## src/rtl/fault_supervisor_pkg.sv

```systemverilog
/*
 * Shared constants of the fault response supervisor: register offsets,
 * field positions, reset values, timing figures and the state encoding.
 * Assumes a 25 MHz internal clock; cycle counts derive from that rate.
 */
`default_nettype none

package fault_supervisor_pkg;

	// Register offsets (command codes from the management bus slave)
	localparam logic [7:0] FAULT_FLAGS_ADDR            = 8'hD0;
	localparam logic [7:0] FAULT_IGNORE_SELECT_ADDR    = 8'hD1;
	localparam logic [7:0] FAULT_RECOVERY_SELECT_ADDR  = 8'hD2;
	localparam logic [7:0] OUTPUT_OVER_THRESHOLD_ADDR  = 8'hD3;
	localparam logic [7:0] OUTPUT_UNDER_THRESHOLD_ADDR = 8'hD4;

	// Fault bit positions shared by flags, ignore and recovery registers
	localparam int INPUT_OV_BIT  = 2;
	localparam int OUTPUT_UV_BIT = 6;
	localparam int OUTPUT_OV_BIT = 7;

	// Reset values
	localparam logic [7:0] FAULT_FLAGS_RST            = 8'h00;
	localparam logic [7:0] FAULT_IGNORE_SELECT_RST    = 8'h40;
	localparam logic [7:0] OUTPUT_OVER_THRESHOLD_RST  = 8'h00;
	localparam logic [7:0] OUTPUT_UNDER_THRESHOLD_RST = 8'h00;
	localparam logic [7:0] UNMAPPED_READ_VALUE        = 8'h00;

	// Timing figures and derived cycle counts
	localparam int CLK_MHZ          = 25;
	localparam int IOV_QUAL_NS      = 5000;
	localparam int PG_DELAY_US      = 500;
	localparam int HICCUP_WAIT_MS   = 500;
	localparam int IOV_QUAL_CYC     = (IOV_QUAL_NS * CLK_MHZ + 999) / 1000;
	localparam int PG_DELAY_CYC     = PG_DELAY_US * CLK_MHZ;
	localparam int HICCUP_WAIT_CYC  = HICCUP_WAIT_MS * 1000 * CLK_MHZ;

	// Supervisor states
	typedef enum logic [2:0] {
		ST_OFF,
		ST_INIT,
		ST_RUN,
		ST_HICCUP,
		ST_LATCHED
	} sup_state_t;

endpackage : fault_supervisor_pkg

`default_nettype wire

```

## src/rtl/fault_response_supervisor.sv

```systemverilog
/*
 * Fault response supervisor: synchronises the input overvoltage, output
 * undervoltage and output overvoltage comparators, qualifies the input
 * overvoltage by duration, keeps sticky fault
 * flags, drives the open-drain alert and power-good, and sequences
 * hiccup restart or latch-off.
 * Assumes a management bus slave upstream that hands over decoded command
 * codes with one-cycle read, write and clear-all strobes, and a soft-start
 * sequencer that reports the end of initialisation.
 */
`timescale 1ns/1ns
`default_nettype none

module fault_response_supervisor #(
	parameter int IOV_QUAL_CYCLES    = fault_supervisor_pkg::IOV_QUAL_CYC,
	parameter int PG_DELAY_CYCLES    = fault_supervisor_pkg::PG_DELAY_CYC,
	parameter int HICCUP_WAIT_CYCLES = fault_supervisor_pkg::HICCUP_WAIT_CYC
) (
	input  wire logic       mclk,
	input  wire logic       rst,
	input  wire logic       enable_in,
	input  wire logic       recovery_strap_pin,
	input  wire logic       init_done,
	input  wire logic       input_overvoltage,
	input  wire logic       output_undervoltage,
	input  wire logic       output_overvoltage,
	input  wire logic [7:0] reg_addr,
	input  wire logic [7:0] reg_wdata,
	input  wire logic       reg_write,
	input  wire logic       reg_read,
	input  wire logic       clear_faults,
	output logic      [7:0] reg_rdata,
	output logic            switching_enable,
	output logic            soft_start_req,
	output logic            latched_off,
	output logic            power_ok_out,
	output logic            alert_n_out,
	output logic            alert_oe,
	output logic      [2:0] over_threshold_sel,
	output logic      [2:0] under_threshold_sel
);

	localparam int CNT_W = 24;

	// Comparator synchronisers
	logic [2:0] cmp_raw;
	logic [2:0] sync1_q;
	logic [2:0] sync2_q;

	assign cmp_raw = {output_overvoltage, output_undervoltage, input_overvoltage};

	genvar gi;
	generate
		for (gi = 0; gi < 3; gi++)
		begin : g_sync
			always_ff @(posedge mclk)
			begin
				if (rst)
				begin
					sync1_q[gi] <= 1'b0;
					sync2_q[gi] <= 1'b0;
				end
				else
				begin
					sync1_q[gi] <= cmp_raw[gi];
					sync2_q[gi] <= sync1_q[gi];
				end
			end
		end
	endgenerate

	logic iov_s;
	logic uv_s;
	logic oov_s;

	assign iov_s = sync2_q[0];
	assign uv_s  = sync2_q[1];
	assign oov_s = sync2_q[2];

	// Registers and state
	fault_supervisor_pkg::sup_state_t state_q;
	fault_supervisor_pkg::sup_state_t state_d;

	logic [7:0]       flags_q;
	logic [7:0]       flags_d;
	logic [7:0]       ignore_q;
	logic [7:0]       recovery_q;
	logic [7:0]       over_thr_q;
	logic [7:0]       under_thr_q;
	logic [CNT_W-1:0] qual_cnt_q;
	logic [CNT_W-1:0] pg_cnt_q;
	logic [CNT_W-1:0] hic_cnt_q;
	logic             iov_qual_q;

	// Register decode
	wire wr_flags = reg_write && (reg_addr == fault_supervisor_pkg::FAULT_FLAGS_ADDR);
	wire wr_ign   = reg_write && (reg_addr == fault_supervisor_pkg::FAULT_IGNORE_SELECT_ADDR);
	wire wr_rec   = reg_write && (reg_addr == fault_supervisor_pkg::FAULT_RECOVERY_SELECT_ADDR);
	wire wr_ovt   = reg_write && (reg_addr == fault_supervisor_pkg::OUTPUT_OVER_THRESHOLD_ADDR);
	wire wr_uvt   = reg_write && (reg_addr == fault_supervisor_pkg::OUTPUT_UNDER_THRESHOLD_ADDR);

	logic [7:0] rd_mux;
	assign rd_mux = (reg_addr == fault_supervisor_pkg::FAULT_FLAGS_ADDR)            ? flags_q     :
	                (reg_addr == fault_supervisor_pkg::FAULT_IGNORE_SELECT_ADDR)    ? ignore_q    :
	                (reg_addr == fault_supervisor_pkg::FAULT_RECOVERY_SELECT_ADDR)  ? recovery_q  :
	                (reg_addr == fault_supervisor_pkg::OUTPUT_OVER_THRESHOLD_ADDR)  ? over_thr_q  :
	                (reg_addr == fault_supervisor_pkg::OUTPUT_UNDER_THRESHOLD_ADDR) ? under_thr_q :
	                fault_supervisor_pkg::UNMAPPED_READ_VALUE;

	// fault detection (all three comparators) only in the run state, from soft-start on
	wire detect_on = (state_q == fault_supervisor_pkg::ST_RUN);

	wire iov_qual_hit = iov_s && (qual_cnt_q >= CNT_W'(IOV_QUAL_CYCLES - 1));

	// Detected fault events at their flag positions
	logic [7:0] event_vec;
	always_comb
	begin
		event_vec = 8'h00;
		event_vec[fault_supervisor_pkg::INPUT_OV_BIT]  = detect_on && iov_qual_q;
		event_vec[fault_supervisor_pkg::OUTPUT_UV_BIT] = detect_on && uv_s;
		event_vec[fault_supervisor_pkg::OUTPUT_OV_BIT] = detect_on && oov_s;
	end

	wire [7:0] trip_vec  = event_vec & ~ignore_q;
	wire       trip_any  = |trip_vec;
	// a zero recovery bit among tripped faults latches off
	wire       trip_latch = |(trip_vec & ~recovery_q);

	// restart held off while an unignored overvoltage persists
	wire restart_block = (iov_s && !ignore_q[fault_supervisor_pkg::INPUT_OV_BIT]) ||
	                     (oov_s && !ignore_q[fault_supervisor_pkg::OUTPUT_OV_BIT]);
	wire hic_done      = hic_cnt_q >= CNT_W'(HICCUP_WAIT_CYCLES - 1);

	// Fault flag next value: set wins over every clear
	wire [7:0] wr_clear = wr_flags ? reg_wdata : 8'h00;
	always_comb
	begin
		// clear by write-one, clear-all or enable low
		if (!enable_in || clear_faults)
			flags_d = 8'h00;
		else
			flags_d = flags_q & ~wr_clear;
		flags_d = flags_d | event_vec;
	end

	// Supervisor sequencing
	always_comb
	begin
		state_d = state_q;
		unique case (state_q)
			fault_supervisor_pkg::ST_OFF:
				if (enable_in)
					state_d = fault_supervisor_pkg::ST_INIT;
			fault_supervisor_pkg::ST_INIT:
				if (init_done)
					state_d = fault_supervisor_pkg::ST_RUN;
			fault_supervisor_pkg::ST_RUN:
				if (trip_any)
					state_d = trip_latch ? fault_supervisor_pkg::ST_LATCHED : fault_supervisor_pkg::ST_HICCUP;
			fault_supervisor_pkg::ST_HICCUP:
				// restart after the hiccup wait once no unignored overvoltage persists
				if (hic_done && !restart_block)
					state_d = fault_supervisor_pkg::ST_RUN;
			// latch holds regardless of fault state
			fault_supervisor_pkg::ST_LATCHED:
				state_d = state_q;
		endcase
		if (!enable_in)
			state_d = fault_supervisor_pkg::ST_OFF;
	end

	wire enter_run = (state_d == fault_supervisor_pkg::ST_RUN) && (state_q != fault_supervisor_pkg::ST_RUN);

	// power-good delay runs while running and fault-free
	wire pg_clean  = (state_q == fault_supervisor_pkg::ST_RUN) && !iov_s && !uv_s && !oov_s;
	wire pg_done   = pg_cnt_q >= CNT_W'(PG_DELAY_CYCLES);

	// alert low during initialisation and while any flag set
	wire alert_low_d = (state_d == fault_supervisor_pkg::ST_INIT) || (|flags_d);

	// Registers written by the host
	always_ff @(posedge mclk)
	begin
		if (rst)
		begin
			ignore_q    <= fault_supervisor_pkg::FAULT_IGNORE_SELECT_RST;
			recovery_q  <= {8{recovery_strap_pin}};
			over_thr_q  <= fault_supervisor_pkg::OUTPUT_OVER_THRESHOLD_RST;
			under_thr_q <= fault_supervisor_pkg::OUTPUT_UNDER_THRESHOLD_RST;
			reg_rdata   <= fault_supervisor_pkg::UNMAPPED_READ_VALUE;
		end
		else
		begin
			// undervoltage ignore set at reset, writable
			if (wr_ign)
				ignore_q <= reg_wdata;
			if (wr_rec)
				recovery_q <= reg_wdata;
			if (wr_ovt)
				over_thr_q <= reg_wdata;
			if (wr_uvt)
				under_thr_q <= reg_wdata;
			if (reg_read)
				reg_rdata <= rd_mux;
		end
	end

	// Flags, state and timers
	always_ff @(posedge mclk)
	begin
		if (rst)
		begin
			flags_q    <= fault_supervisor_pkg::FAULT_FLAGS_RST;
			state_q    <= fault_supervisor_pkg::ST_OFF;
			qual_cnt_q <= '0;
			iov_qual_q <= 1'b0;
		end
		else
		begin
			flags_q    <= flags_d;
			state_q    <= state_d;
			qual_cnt_q <= (iov_s && !iov_qual_hit) ? qual_cnt_q + 1'b1 : (iov_s ? qual_cnt_q : '0);
			iov_qual_q <= iov_qual_hit;
		end
	end

	always_ff @(posedge mclk)
	begin
		if (rst)
		begin
			pg_cnt_q  <= '0;
			hic_cnt_q <= '0;
		end
		else
		begin
			pg_cnt_q  <= !pg_clean ? '0 : (pg_done ? pg_cnt_q : pg_cnt_q + 1'b1);
			// hiccup wait counter, repeats while blocked
			if ((state_q != fault_supervisor_pkg::ST_HICCUP) || hic_done)
				hic_cnt_q <= '0;
			else
				hic_cnt_q <= hic_cnt_q + 1'b1;
		end
	end

	// Registered outputs
	always_ff @(posedge mclk)
	begin
		if (rst)
		begin
			switching_enable <= 1'b0;
			soft_start_req   <= 1'b0;
			latched_off      <= 1'b0;
			power_ok_out     <= 1'b0;
			alert_n_out      <= 1'b1;
			alert_oe         <= 1'b0;
		end
		else
		begin
			switching_enable <= (state_d == fault_supervisor_pkg::ST_RUN);
			soft_start_req   <= enter_run;
			latched_off      <= (state_d == fault_supervisor_pkg::ST_LATCHED);
			power_ok_out     <= pg_clean && pg_done && (state_d == fault_supervisor_pkg::ST_RUN);
			alert_n_out      <= !alert_low_d;
			alert_oe         <= alert_low_d;
		end
	end

	assign over_threshold_sel  = over_thr_q[2:0];
	assign under_threshold_sel = under_thr_q[2:0];

endmodule : fault_response_supervisor

`default_nettype wire

```

## config.mk

```make
export PLATFORM = sky130hd
export DESIGN_NAME = fault_response_supervisor
export DESIGN_NICKNAME = d
export VERILOG_FILES = /design/src/rtl/fault_supervisor_pkg.sv /design/src/rtl/fault_response_supervisor.sv
export SDC_FILE = /design/constraint.sdc
export NUM_CORES = 1
export LEC_CHECK = 0
export BUFFER_PORTS_ARGS = -buffer_cell sky130_fd_sc_hd__buf_2
export CAP_MARGIN = 20
export CORE_ASPECT_RATIO = 0.9
export CORE_MARGIN = 2
export CORE_UTILIZATION = 60
export DETAILED_ROUTE_END_ITERATION = 7
export PLACE_DENSITY = 0.8
export SLEW_MARGIN = 10
export SYNTH_ARGS = -nofsm -noshare
export SYNTH_HDL_FRONTEND = slang
export SYNTH_SLANG_ARGS = --single-unit
```

## constraint.sdc

```tcl
create_clock -name mclk -period 5.2 [get_ports mclk]
set_input_delay 0.52 -clock mclk [delete_from_list [all_inputs] [get_ports mclk]]
set_output_delay 0.52 -clock mclk [all_outputs]
set_load 0.005 [all_outputs]
```

Word level (Yosys, flattened, before mapping)
Cells that the tools add are included.
- logic and storage cells: 108
- output and inout port bits: 20
- register bits after elaboration: 136
- input bits: 27
- $lt $le $gt $ge: 3
- $add $sub $neg: 3
- muxes and demuxes: 17
- equal/unequal tests: 15
- bitwise gates (word level): 8
- reductions and logical operators: 39
- operators by type and width (kind ; number):
    24-bit by 1-bit adder with 24-bit output (second input constant) ; 3
    8-bit two-way mux ; 9
    24-bit two-way mux ; 2
    8-bit equality test (second input constant) ; 5
    8-bit AND ; 3
    24-bit by 14-bit >= comparator with 1-bit output (second input constant) ; 1
    24-bit >= comparator (second input constant) ; 1
    24-bit by 7-bit >= comparator with 1-bit output (second input constant) ; 1
    8-bit NOT ; 3
    8-bit OR reduction ; 3
    1-bit logical AND ; 19
    3-bit two-way mux ; 5
    3-bit one-hot mux with 5 select lines ; 1
    3-bit by 2-bit equality test with 1-bit output (second input constant) ; 3
    1-bit logical NOT ; 9
    8-bit bitwise OR ; 1
    3-bit by 1-bit equality test with 1-bit output (second input constant) ; 2
    3-bit equality test (second input constant) ; 2
    3-bit by 2-bit inequality test with 1-bit output (second input constant) ; 2
    1-bit logical OR ; 4
    2-bit OR reduction ; 2
    3-bit logical NOT ; 1
    2-bit by 1-bit inequality test with 1-bit output (second input constant) ; 1
    2-bit nonzero test ; 1
    1-bit NOT ; 1

Logic depth before layout (Yosys ltp)
Gate-level depths: netlist (run 1).
- depth in word-level cells: 12
- gate-level depth with buffers: 8
- gate-level depth less buffers: 7

Worst setup path before layout (run 1)
OpenSTA, ideal clock, no wires.
- path type: input to register
- start: input port reg_addr[5]
- end: register alert_oe
- data required time: 5.059 ns
- buffers on the path: 1
- slack: 3.120 ns
- arrival time: 1.939 ns
- stages: 7
- setup time: 0.141 ns
- cell sequence: nand4b_1 > nor3_2 > and3_1 > buf_2 > a21boi_0 > o31ai_1 > a41oi_1
- cells in the longest elaborated chain, start to end: 9
- ends and longest elaborated chain (what ; RTL line ; source):
    start, declared ; fault_response_supervisor.sv:27 ; input wire logic [7:0] reg_addr,
    8-bit equality test ; fault_response_supervisor.sv:96 ; wire wr_flags = reg_write && (reg_addr == fault_supervisor_pkg::FAULT_FLAGS_ADDR);
    1-bit logical AND ; fault_response_supervisor.sv:96 ;
    8-bit two-way mux ; fault_response_supervisor.sv:136 ; wire [7:0] wr_clear = wr_flags ? reg_wdata : 8'h00;
    8-bit NOT ; fault_response_supervisor.sv:143 ; flags_d = flags_q & ~wr_clear;
    8-bit AND ; fault_response_supervisor.sv:143 ;
    8-bit two-way mux ; fault_response_supervisor.sv:140 ; if (!enable_in || clear_faults)
    8-bit bitwise OR ; fault_response_supervisor.sv:144 ; flags_d = flags_d | event_vec;
    8-bit OR reduction ; fault_response_supervisor.sv:180 ; wire alert_low_d = (state_d == fault_supervisor_pkg::ST_INIT) || (|flags_d);
    1-bit logical OR ; fault_response_supervisor.sv:180 ;
    end signal, assigned ; fault_response_supervisor.sv:265 ; alert_oe <= alert_low_d;
    end, declared ; fault_response_supervisor.sv:38 ; output logic alert_oe,
No other way between the ends.
A chain may end at the register's enable or synchronous reset.

Worst setup path after layout (run 1)
- start: register sync2_q[0] (netlist: iov_s)
- end: register pg_cnt_q[12]
- cells in the longest elaborated chain, start to end: 6
- ends and longest elaborated chain (what ; RTL line ; source):
    start, declared ; fault_response_supervisor.sv:48 ; logic [2:0] sync2_q;
    start signal, assigned by index ; fault_response_supervisor.sv:66 ; sync2_q[gi] <= sync1_q[gi];
    1-bit logical NOT ; fault_response_supervisor.sv:176 ; wire pg_clean = (state_q == fault_supervisor_pkg::ST_RUN) && !iov_s && !uv_s && !oov_s;
    1-bit logical AND (3 in series) ; fault_response_supervisor.sv:176 ;
    1-bit NOT (no line) ; -- ;
    2-bit OR reduction (no line) ; -- ;
    end signal, assigned ; fault_response_supervisor.sv:237 ; pg_cnt_q <= !pg_clean ? '0 : (pg_done ? pg_cnt_q : pg_cnt_q + 1'b1);
    end, declared ; fault_response_supervisor.sv:91 ; logic [CNT_W-1:0] pg_cnt_q;
No other way between the ends.

==> results of run 1 <==
==> critical path: cells and delay by family, from the launching register on <==
| kind | cells | cell delay [ns] |
|---|---|---|
| simple gates | 4 | 1.95 |
| flops | 1 | 0.35 |
==> where the power goes <==
group / internal [mW] / switching, mW
logic: 0.0265 / 0.0468
clock network: 0.659 / 0.480
registers: 1.07 / 0.00745
==> sequential cells by signal, indices dropped and copies added, names as in the netlist, 3 cells and up <==
signal	cells
hic_cnt_q	24
reg_rdata	8
flags_q	8
under_thr_q	8
qual_cnt_q	24
over_thr_q	8
ignore_q	8
pg_cnt_q	24
sync1_q	3
state_q	3
recovery_q	8
==> logic make-up after synthesis <==
| kind of cell | after synthesis |
|---|---|
| xor gates and xnor gates | 34 |
| buffers and inverters | 46 |
| and+or+nand+nor | 287 |
| DFF | 136 |
| adders and majority gates | 5 |
| muxes | 16 |
| AOI/OAI and AO/OA | 89 |
==> per-layer routing <==
| metal | wire length [um] | GRT usage | vias up |
|---|---|---|---|
| met5 | 0 | 0 | - |
| met4 | 233 | 0.120 | 0 |
| met3 | 627 | 0.0615 | 23 |
| met2 | 5870 | 0.430 | 132 |
| met1 | 5150 | 0.296 | 2087 |
| li1 | - | - | 2217 |
==> worst max path at each step <==
stage	startpoint	endpoint	slack, ns	cells after the start
global route	iov_s	pg_cnt_q[12]	2.61	4
CTS	iov_s	pg_cnt_q[12]	2.44	4
global placement	rst	pg_cnt_q[12]	2.36	5
floorplan	reg_addr[5]	alert_oe	3.12	7
finish	iov_s	pg_cnt_q[12]	2.84	4
detailed placement	rst	pg_cnt_q[12]	2.26	5
==> stage by stage <==
stage / hold slack [ns] / std cells / cell area, um^2
floorplan: 0.414 / 613 / 5590
global placement: 0.425 / 753 / 5840
detailed placement: 0.424 / 753 / 5840
CTS: 0.210 / 785 / 6400
global route: 0.212 / 785 / 6410
finish: 0.232 / 785 / 6410
==> cells in the final DEF (no fill, tap or decap), drive strengths merged, types with 6 or more instances in the layout <==
master  instances
dfxtp         128
nor2          101
buf            48
nand2          40
a21oi          31
nand3          25
inv            25
and2           22
and3           20
xor2           19
clkbuf         18
nor2b          15
xnor2          15
o21ai          12
mux2i          12
nor4           12
nand2b         11
nand4           8
edfxtp          8
nor3            8
a311oi          7
and4            6
a22oi           6
o211ai          6
or4             6
==> area by class of cell <==
type	count	area share
well taps	122	0.0238
inverters	16	0.00937
multi-input cells	431	0.403
flip-flops and latches	136	0.437
repair buffers	48	0.0383
clock buffers	18	0.0668
clock inverters	14	0.0211
==> results.sh, run 1 <==
export IMPL_drtIter0Drc=201
export IMPL_cts_hold_buf=0
export IMPL_fmax_mhz=423
export IMPL_timing_final_ws_setup_ns=2.84
export IMPL_seqCellArea_um2=2800
export IMPL_cp_end_kind="flip-flop"
export IMPL_synthXorXnorAreaFrac=0.0533
export IMPL_nNetsFinal=682
export IMPL_slowest_stage="or4_2"
export IMPL_insertion_delay_ns=0.53
export IMPL_cp_required_ns=5.67
export IMPL_postCtsSetupBuffers=0
export IMPL_routabilityCongestion=0.837
export IMPL_die_w_um=106
export IMPL_drive_gt1_frac=0.143
export IMPL_core_um2=9080
export IMPL_yosys_warnings=0
export IMPL_yosysMostFrequentCell="dfxtp_1"
export IMPL_r2r_start="iov_s"
export IMPL_slew_headroom=0.439
export IMPL_setup_viol=0
export IMPL_row_count=33
export IMPL_cp_arrival_ns=2.83
export IMPL_clock_sinks=136
export IMPL_hold_path_depth=2
export IMPL_synth_edf_count=8
export IMPL_rsz0062_at_grt="no"
export IMPL_place_ws_ns=2.26
export IMPL_chipHeight_um=95.6
export IMPL_synthMuxAreaShare=0.0295
export IMPL_synthAdderAreaFrac=0.0112
export IMPL_cts_max_path_buffers=2
export IMPL_via_count=4459
export IMPL_grt_antenna_before_repair=0
export IMPL_netlist_top_cell_by_area="dfxtp_1"
export IMPL_drtAntennaViolNets=0
export IMPL_hp_class="input pin to flip-flop"
export IMPL_ir_drop_v=0.000244
export IMPL_multi_input_area_um2=2580
export IMPL_synth_seq_cells=136
export IMPL_finalSetupTns_ns=0
export IMPL_fin_crit_ns=2.36
export IMPL_fin_total_pwr_mw=2.29
export IMPL_critPathLaunchType="flip-flop"
export IMPL_routed_wl_mm=11.9
export IMPL_synth_top_family_by_area="simple AND/OR/NAND/NOR gates"
export IMPL_synthesis_nets=645
export IMPL_dr_pass1_iters=5
export IMPL_r2r_end="pg_cnt_q[12]"
export IMPL_grt_max_degree=59
export IMPL_syn_area_um2=5590
export IMPL_p_leak_nw=2.49
export IMPL_synth_top_cells_by_count="128 x dfxtp_1, 101 x nor2_1, 40 x nand2_1"
export IMPL_cap_violations=0
export IMPL_path_class="flip-flop to flip-flop"
export IMPL_p_per_area_nw_per_um2=357
export IMPL_synthArstFlopShare=0
export IMPL_via_per_inst=5.68
export IMPL_place_hpwl_mm=8.11
export IMPL_clkSlewWorstSetupHoldPaths_ns=0.06
export IMPL_start_util=0.616
export IMPL_grt_pass1_vias=4273
export IMPL_fillers=687
export IMPL_r2r_slack_ns=2.84
export IMPL_worst_pin_slew_ns=0.840
export IMPL_path_max_fanout=13
export IMPL_syn_area_per_cell_um2=9.12
export IMPL_synth_simple_area_share=0.261
export IMPL_remaining_drc_errors=0
export IMPL_diodes=0
export IMPL_fin_util=0.706
export IMPL_grt_overflow_total=0
export IMPL_holdCritStartpoint="output_undervoltage"
export IMPL_status="completed"
export IMPL_cp_cell_sequence="nor4_2 > nand2_1 > or4_2 > nand2_1"
export IMPL_synth_top_area_share=0.458
export IMPL_cts_repair_resized=0
export IMPL_yosys_top_cells_area="dfxtp_1 46%, nor2_1 6.8%, edfxtp_1 4.3%"
export IMPL_io_buffers=46
export IMPL_yosys_cell_types_count=61
export IMPL_drv_slew=0
export IMPL_ys_flop_type="dfxtp_1"
export IMPL_ys_seq_area_frac=0.501
export IMPL_syn2layout_area_growth_pct=14.6
export IMPL_grt_pass1_wl_mm=19.8
export IMPL_hold_violations=0
export IMPL_htreeDepth=4
export IMPL_io_pins=47
export IMPL_cts_tree="yes"
export IMPL_finClkSkew_ns=0.00834
export IMPL_cts_made_buffers=17
export IMPL_synth_compound_area_share=0.106
export IMPL_wl_per_cell_um=15.1
export IMPL_die_area_um2=10100
export IMPL_r2r_worst_path_cells=4
export IMPL_grt_use_total=0.250
export IMPL_hold_path_end="sync1_q[1]"
export IMPL_crit_path_max_incr_delay_ns=0.74
export IMPL_cpMostUsedCell="nand2_1"
export IMPL_fin_crit_sh=0.455
export IMPL_netlist_instances=613
export IMPL_cts_root_buf="clkbuf_8"
(Power assumes the default switching activity.)
==> run 2: changes to the inputs <==
--- a/config.mk
+++ b/config.mk
@@ -9,9 +9,9 @@
 export CAP_MARGIN = 20
 export CORE_ASPECT_RATIO = 0.9
 export CORE_MARGIN = 2
-export CORE_UTILIZATION = 60
+export CORE_UTILIZATION = 53
 export DETAILED_ROUTE_END_ITERATION = 7
-export PLACE_DENSITY = 0.8
+export PLACE_DENSITY = 0.75
 export SLEW_MARGIN = 10
 export SYNTH_ARGS = -nofsm -noshare
 export SYNTH_HDL_FRONTEND = slang
==> constraint.sdc (replaced) <==
create_clock -name mclk -period 1.9 [get_ports mclk]
set_input_delay 0.19 -clock mclk [delete_from_list [all_inputs] [get_ports mclk]]
set_output_delay 0.19 -clock mclk [all_outputs]
set_load 0.005 [all_outputs]
==> run 2 against run 1 <==
Compared with the run above: critical path depth is 2 higher; largest cell class unchanged; critical endpoint is now pg_cnt_q[8]; sequential cell count stayed put; power grew to 2.8 times the previous value; critical path type unchanged; clock power grew to 2.8 times the previous value; via count is 2.6% higher.
==> results.sh, run 2 (synthesis gave the netlist of run 1 again) <==
export IMPL_die_w_um=112
export IMPL_cts_made_buffers=17
export IMPL_io_buffers=46
export IMPL_grt_max_degree=59
export IMPL_grt_pass1_vias=4239
export IMPL_clkSlewWorstSetupHoldPaths_ns=0.06
export IMPL_path_buf_inv=0
export IMPL_fin_crit_ns=1.90
export IMPL_p_sw_frac=0.224
export IMPL_final_common_cell="dfxtp_1"
export IMPL_core_um2=10200
export IMPL_clock_sinks=136
export IMPL_fin_total_pwr_mw=6.38
export IMPL_path_max_fanout=8
export IMPL_htreeDepth=4
export IMPL_place_hpwl_mm=8.48
export IMPL_finClkSkew_ns=0.0111
export IMPL_io_pins=47
export IMPL_setup_viol=0
export IMPL_drtAntennaViolNets=0
export IMPL_routabilityCongestion=0.831
export IMPL_cp_required_ns=2.26
export IMPL_p_per_area_nw_per_um2=928
export IMPL_ir_drop_v=0.000689
export IMPL_drive_gt1_frac=0.215
export IMPL_cp_cell_sequence="nor4_4 > nand3_2 > or2_4 > or2_4 > or4_4 > a21oi_2"
export IMPL_status="completed"
export IMPL_drtIter0Drc=245
export IMPL_drv_slew=0
export IMPL_p_leak_nw=2.75
export IMPL_cts_max_path_buffers=2
export IMPL_hold_violations=0
export IMPL_slowest_stage="or4_4"
export IMPL_die_area_um2=11400
export IMPL_wl_per_cell_um=14.8
export IMPL_row_count=35
export IMPL_place_ws_ns=-0.147
export IMPL_chipHeight_um=101
export IMPL_rsz0062_at_grt="yes"
export IMPL_timing_final_ws_setup_ns=0.00477
export IMPL_crit_path_max_incr_delay_ns=0.48
export IMPL_slew_headroom=0.687
export IMPL_path_class="flip-flop to flip-flop"
export IMPL_crit_family="simple AND/OR/NAND/NOR gates"
export IMPL_holdCritStartpoint="output_undervoltage"
export IMPL_switchingPower_mw=1.43
export IMPL_grt_pass1_wl_mm=20.3
export IMPL_grt_overflow_total=0
export IMPL_nNetsFinal=721
export IMPL_cts_root_buf="clkbuf_16"
export IMPL_fin_crit_sh=0.997
export IMPL_reg_top3="hic_cnt_q x24, pg_cnt_q x24, qual_cnt_q x24"
export IMPL_intPower_mw=4.95
export IMPL_combPwrFrac=0.036
export IMPL_start_util=0.546
export IMPL_seqPwrFrac=0.461
export IMPL_hp_class="input pin to flip-flop"
export IMPL_grt_antenna_before_repair=0
export IMPL_worst_pin_slew_ns=0.469
export IMPL_critPathLaunchType="flip-flop"
export IMPL_insertion_delay_ns=0.42
export IMPL_grt_use_total=0.226
export IMPL_final_cell_mix="125 x dfxtp_1, 100 x nor2_1, 46 x buf_2"
export IMPL_via_per_inst=5.51
export IMPL_fmax_mhz=528
export IMPL_cap_violations=0
export IMPL_r2r_start="pg_cnt_q[14]"
export IMPL_cp_end_kind="flip-flop"
export IMPL_routed_wl_mm=12.3
export IMPL_syn2layout_area_growth_pct=23.0
export IMPL_dr_pass1_iters=5
export IMPL_cpMostUsedCell="or2_4"
export IMPL_cts_tree="yes"
export IMPL_remaining_drc_errors=0
export IMPL_cp_arrival_ns=2.25
export IMPL_clkPwrFrac=0.504
export IMPL_via_count=4576
export IMPL_diodes=0
export IMPL_startpoint="pg_cnt_q[14]"
## run 2: what timing repair did
| action | in CTS | in global routing |
|---|---|---|
| hold endpoints to repair | 1 | 2 |
| resized for setup | 11 | 20 |
| hold buffers | 1 | 2 |
| pin swaps | 4 | 7 |
| endpoints found under the setup margin | 14 | 20 |
| cloned | 0 | 0 |
| buffers inserted | 0 | 2 |
## run 2: area by class of cell
type                            count  area [um^2]
Clock inverter                     11          109
Fill cell                         859         3370
Inverter                           16         60.1
Sequential cell                   136         2810
Tap cell                          129          161
Multi-Input combinational cell    431         2710
Clock buffer                       21          472
Timing Repair Buffer               87          562
## run 2: final timing paths
path,cells after the start,slack [ns],end
worst min-delay path,2,0.03,sync1_q[1]
worst min register to register,1,0.44,uv_s
worst max register to register,6,0.005,pg_cnt_q[8]
worst max-delay path,6,0.005,pg_cnt_q[8]
## run 2: power groups by stage
stage / clock network (mW) / registers (mW) / logic [mW]
2_1_floorplan: 0 / 3.00 / 0.113
3_3_place_gp: 0 / 3.00 / 0.209
3_5_place_dp: 0 / 3.00 / 0.214
4_1_cts: 3.26 / 2.94 / 0.217
5_1_grt: 3.39 / 2.94 / 0.248
6_report: 3.21 / 2.94 / 0.227
## run 2: stage by stage
step            util  hold WS (ns)  setup TNS, ns  area, um^2  cells
2_1_floorplan      -         0.277        -0.0718        5590    613
3_3_place_gp   0.597         0.400         -0.165        6120    794
3_5_place_dp   0.597         0.416         -0.711        6120    794
4_1_cts        0.659       0.00163        -0.0178        6750    827
5_1_grt        0.671        0.0246         -0.430        6880    831
6_report       0.671        0.0267              0        6880    831
## run 2: per-layer routing
layer | vias up | part of all wire | wire length [um] | GRT usage
met5 | - | 0 | 0 | 0
met4 | 0 | 0.016 | 194 | 0.0807
met3 | 21 | 0.038 | 473 | 0.0652
met2 | 94 | 0.49 | 6030 | 0.378
met1 | 2175 | 0.45 | 5590 | 0.281
li1 | 2286 | - | - | -
==> run 3: changes to the inputs <==
--- a/config.mk
+++ b/config.mk
@@ -9,9 +9,9 @@
 export CAP_MARGIN = 20
 export CORE_ASPECT_RATIO = 0.9
 export CORE_MARGIN = 2
-export CORE_UTILIZATION = 53
+export CORE_UTILIZATION = 60
 export DETAILED_ROUTE_END_ITERATION = 7
-export PLACE_DENSITY = 0.75
+export PLACE_DENSITY = 0.8
 export SLEW_MARGIN = 10
 export SYNTH_ARGS = -nofsm -noshare
 export SYNTH_HDL_FRONTEND = slang
==> constraint.sdc (replaced) <==
create_clock -name mclk -period 2.2 [get_ports mclk]
set_input_delay 0.22 -clock mclk [delete_from_list [all_inputs] [get_ports mclk]]
set_output_delay 0.22 -clock mclk [all_outputs]
set_load 0.005 [all_outputs]
==> run 3 against run 2 <==
Compared with the run above: die area is 11% lower; wire length down 1.6%; register-to-register slack improved by 0.11 ns; first-iteration DRC count is 21% higher; maximum frequency is 9.1% lower; combinational power decreased by 15%; global-route usage rose by 2.9 points.
==> results.sh, run 3 (synthesis gave the netlist of run 1 again) <==
export IMPL_place_hpwl_mm=8.34
export IMPL_grt_overflow_total=0
export IMPL_cp_required_ns=2.62
export IMPL_place_ws_ns=0.115
export IMPL_fin_crit_sh=0.948
export IMPL_critPathLaunchType="flip-flop"
export IMPL_hold_violations=0
export IMPL_path_max_fanout=8
export IMPL_routed_wl_mm=12.1
export IMPL_ir_drop_v=0.000598
export IMPL_grt_use_total=0.254
export IMPL_grt_max_degree=59
export IMPL_die_area_um2=10100
export IMPL_die_w_um=106
export IMPL_chipHeight_um=95.6
export IMPL_drv_slew=0
export IMPL_final_common_cell="dfxtp_1"
export IMPL_grt_pass1_wl_mm=20.1
export IMPL_routabilityCongestion=0.850
export IMPL_drtIter0Drc=297
export IMPL_status="completed"
export IMPL_final_cell_mix="128 x dfxtp_1, 101 x nor2_1, 46 x buf_2"
export IMPL_grt_pass1_vias=4377
export IMPL_slew_headroom=0.510
export IMPL_remaining_drc_errors=0
export IMPL_wl_per_cell_um=15.0
export IMPL_layoutNonFillerInstCount=809
export IMPL_placed_area_um2=5940
export IMPL_path_class="flip-flop to flip-flop"
export IMPL_grt_antenna_before_repair=0
export IMPL_worst_pin_slew_ns=0.728
export IMPL_core_um2=9080
export IMPL_p_leak_nw=2.61
export IMPL_reg_top3="hic_cnt_q x24, pg_cnt_q x24, qual_cnt_q x24"
export IMPL_timing_final_ws_setup_ns=0.115
export IMPL_diodes=0
export IMPL_cap_violations=0
export IMPL_io_pins=47
export IMPL_cts_root_buf="clkbuf_8"
export IMPL_cts_max_path_buffers=2
export IMPL_clock_sinks=136
export IMPL_io_buffers=46
export IMPL_cts_made_buffers=17
export IMPL_fmax_mhz=480
export IMPL_setup_viol=0
export IMPL_fin_util=0.730
export IMPL_hp_class="input pin to flip-flop"
export IMPL_cp_arrival_ns=2.50
export IMPL_via_per_inst=5.65
export IMPL_fin_crit_ns=2.08
export IMPL_nNetsFinal=706
export IMPL_dp_cells=767
export IMPL_p_per_area_nw_per_um2=828
export IMPL_via_count=4573
export IMPL_finClkSkew_ns=0.0116
export IMPL_dr_pass1_iters=6
export IMPL_row_count=33
export IMPL_htreeDepth=4
export IMPL_drtAntennaViolNets=0
export IMPL_cp_end_kind="flip-flop"
export IMPL_syn2layout_area_growth_pct=18.6
export IMPL_cts_tree="yes"
export IMPL_drive_gt1_frac=0.159
export IMPL_insertion_delay_ns=0.53
export IMPL_clkSlewWorstSetupHoldPaths_ns=0.06
export IMPL_start_util=0.616
export IMPL_stdcell_area_um2=6630
[run 3: cell count changes in the layout (fill, tap and decap cells not counted), sizes merged]
cell         before  now
buf              84   62
dlygate4sd3       3   10
clkbuf           21   17
clkinvlp          1    2
inv              22   24
bufinv            1    2
[run 3: final timing paths]
path	start	depth (start not counted)	end	slack [ns]
max reg2reg	qual_cnt_q[7]	6	qual_cnt_q[5]	0.12
min reg2reg	sync1_q[0]	1	iov_s	0.45
min	reg_wdata[7]	3	ignore_q[7]	0.02
max	qual_cnt_q[7]	6	qual_cnt_q[5]	0.12
[run 3: timing repair]
action / 4_1_cts / 5_1_grt
endpoints found under the setup margin: 0 / 9
endpoints found under the hold margin: 11 / 0
hold buffers: 10 / 0
setup buffers: 0 / 0
gates resized for setup: 0 / 4
[run 3: metal layers]
metal / GRT usage / part of all wire
met1: 0.309 / 0.44
met2: 0.434 / 0.49
met3: 0.0615 / 0.048
met4: 0.110 / 0.020
met5: 0 / 0
[run 3: worst max-delay path, stage by stage, from the launching register on]
cell	delay, ns
dfxtp_1	0.30
or4_1	0.51
a2111oi_1	0.42
and4_2	0.40
nand4_1	0.13
xor2_1	0.15
nor2_1	0.05
[run 3: final cells by class]
cell class	count	area [um^2]
multi-input cells	431	2590
well taps	122	153
fillers	666	2450
clock inverters	15	161
inverters	16	60.1
clock buffers	17	414
repair buffers	72	450
flip-flops and latches	136	2800
[run 3: power by group]
group | leakage, nW | switching [mW] | total, mW | internal (mW)
sequential | 1.11 | 0.0178 | 2.54 | 2.52
combinational | 1.22 | 0.113 | 0.192 | 0.0794
clock | 0.276 | 1.13 | 2.76 | 1.63
[run 3: per-stage QoR]
| stage | total power, mW | setup TNS [ns] | hold slack [ns] |
|---|---|---|---|
| 2_1_floorplan | 2.68 | 0 | 0.307 |
| 3_3_place_gp | 2.76 | 0 | 0.433 |
| 3_5_place_dp | 2.77 | 0 | 0.441 |
| 4_1_cts | 5.51 | 0 | 0.00597 |
| 5_1_grt | 5.65 | -0.0959 | 0.0174 |
| 6_report | 5.49 | 0 | 0.0235 |
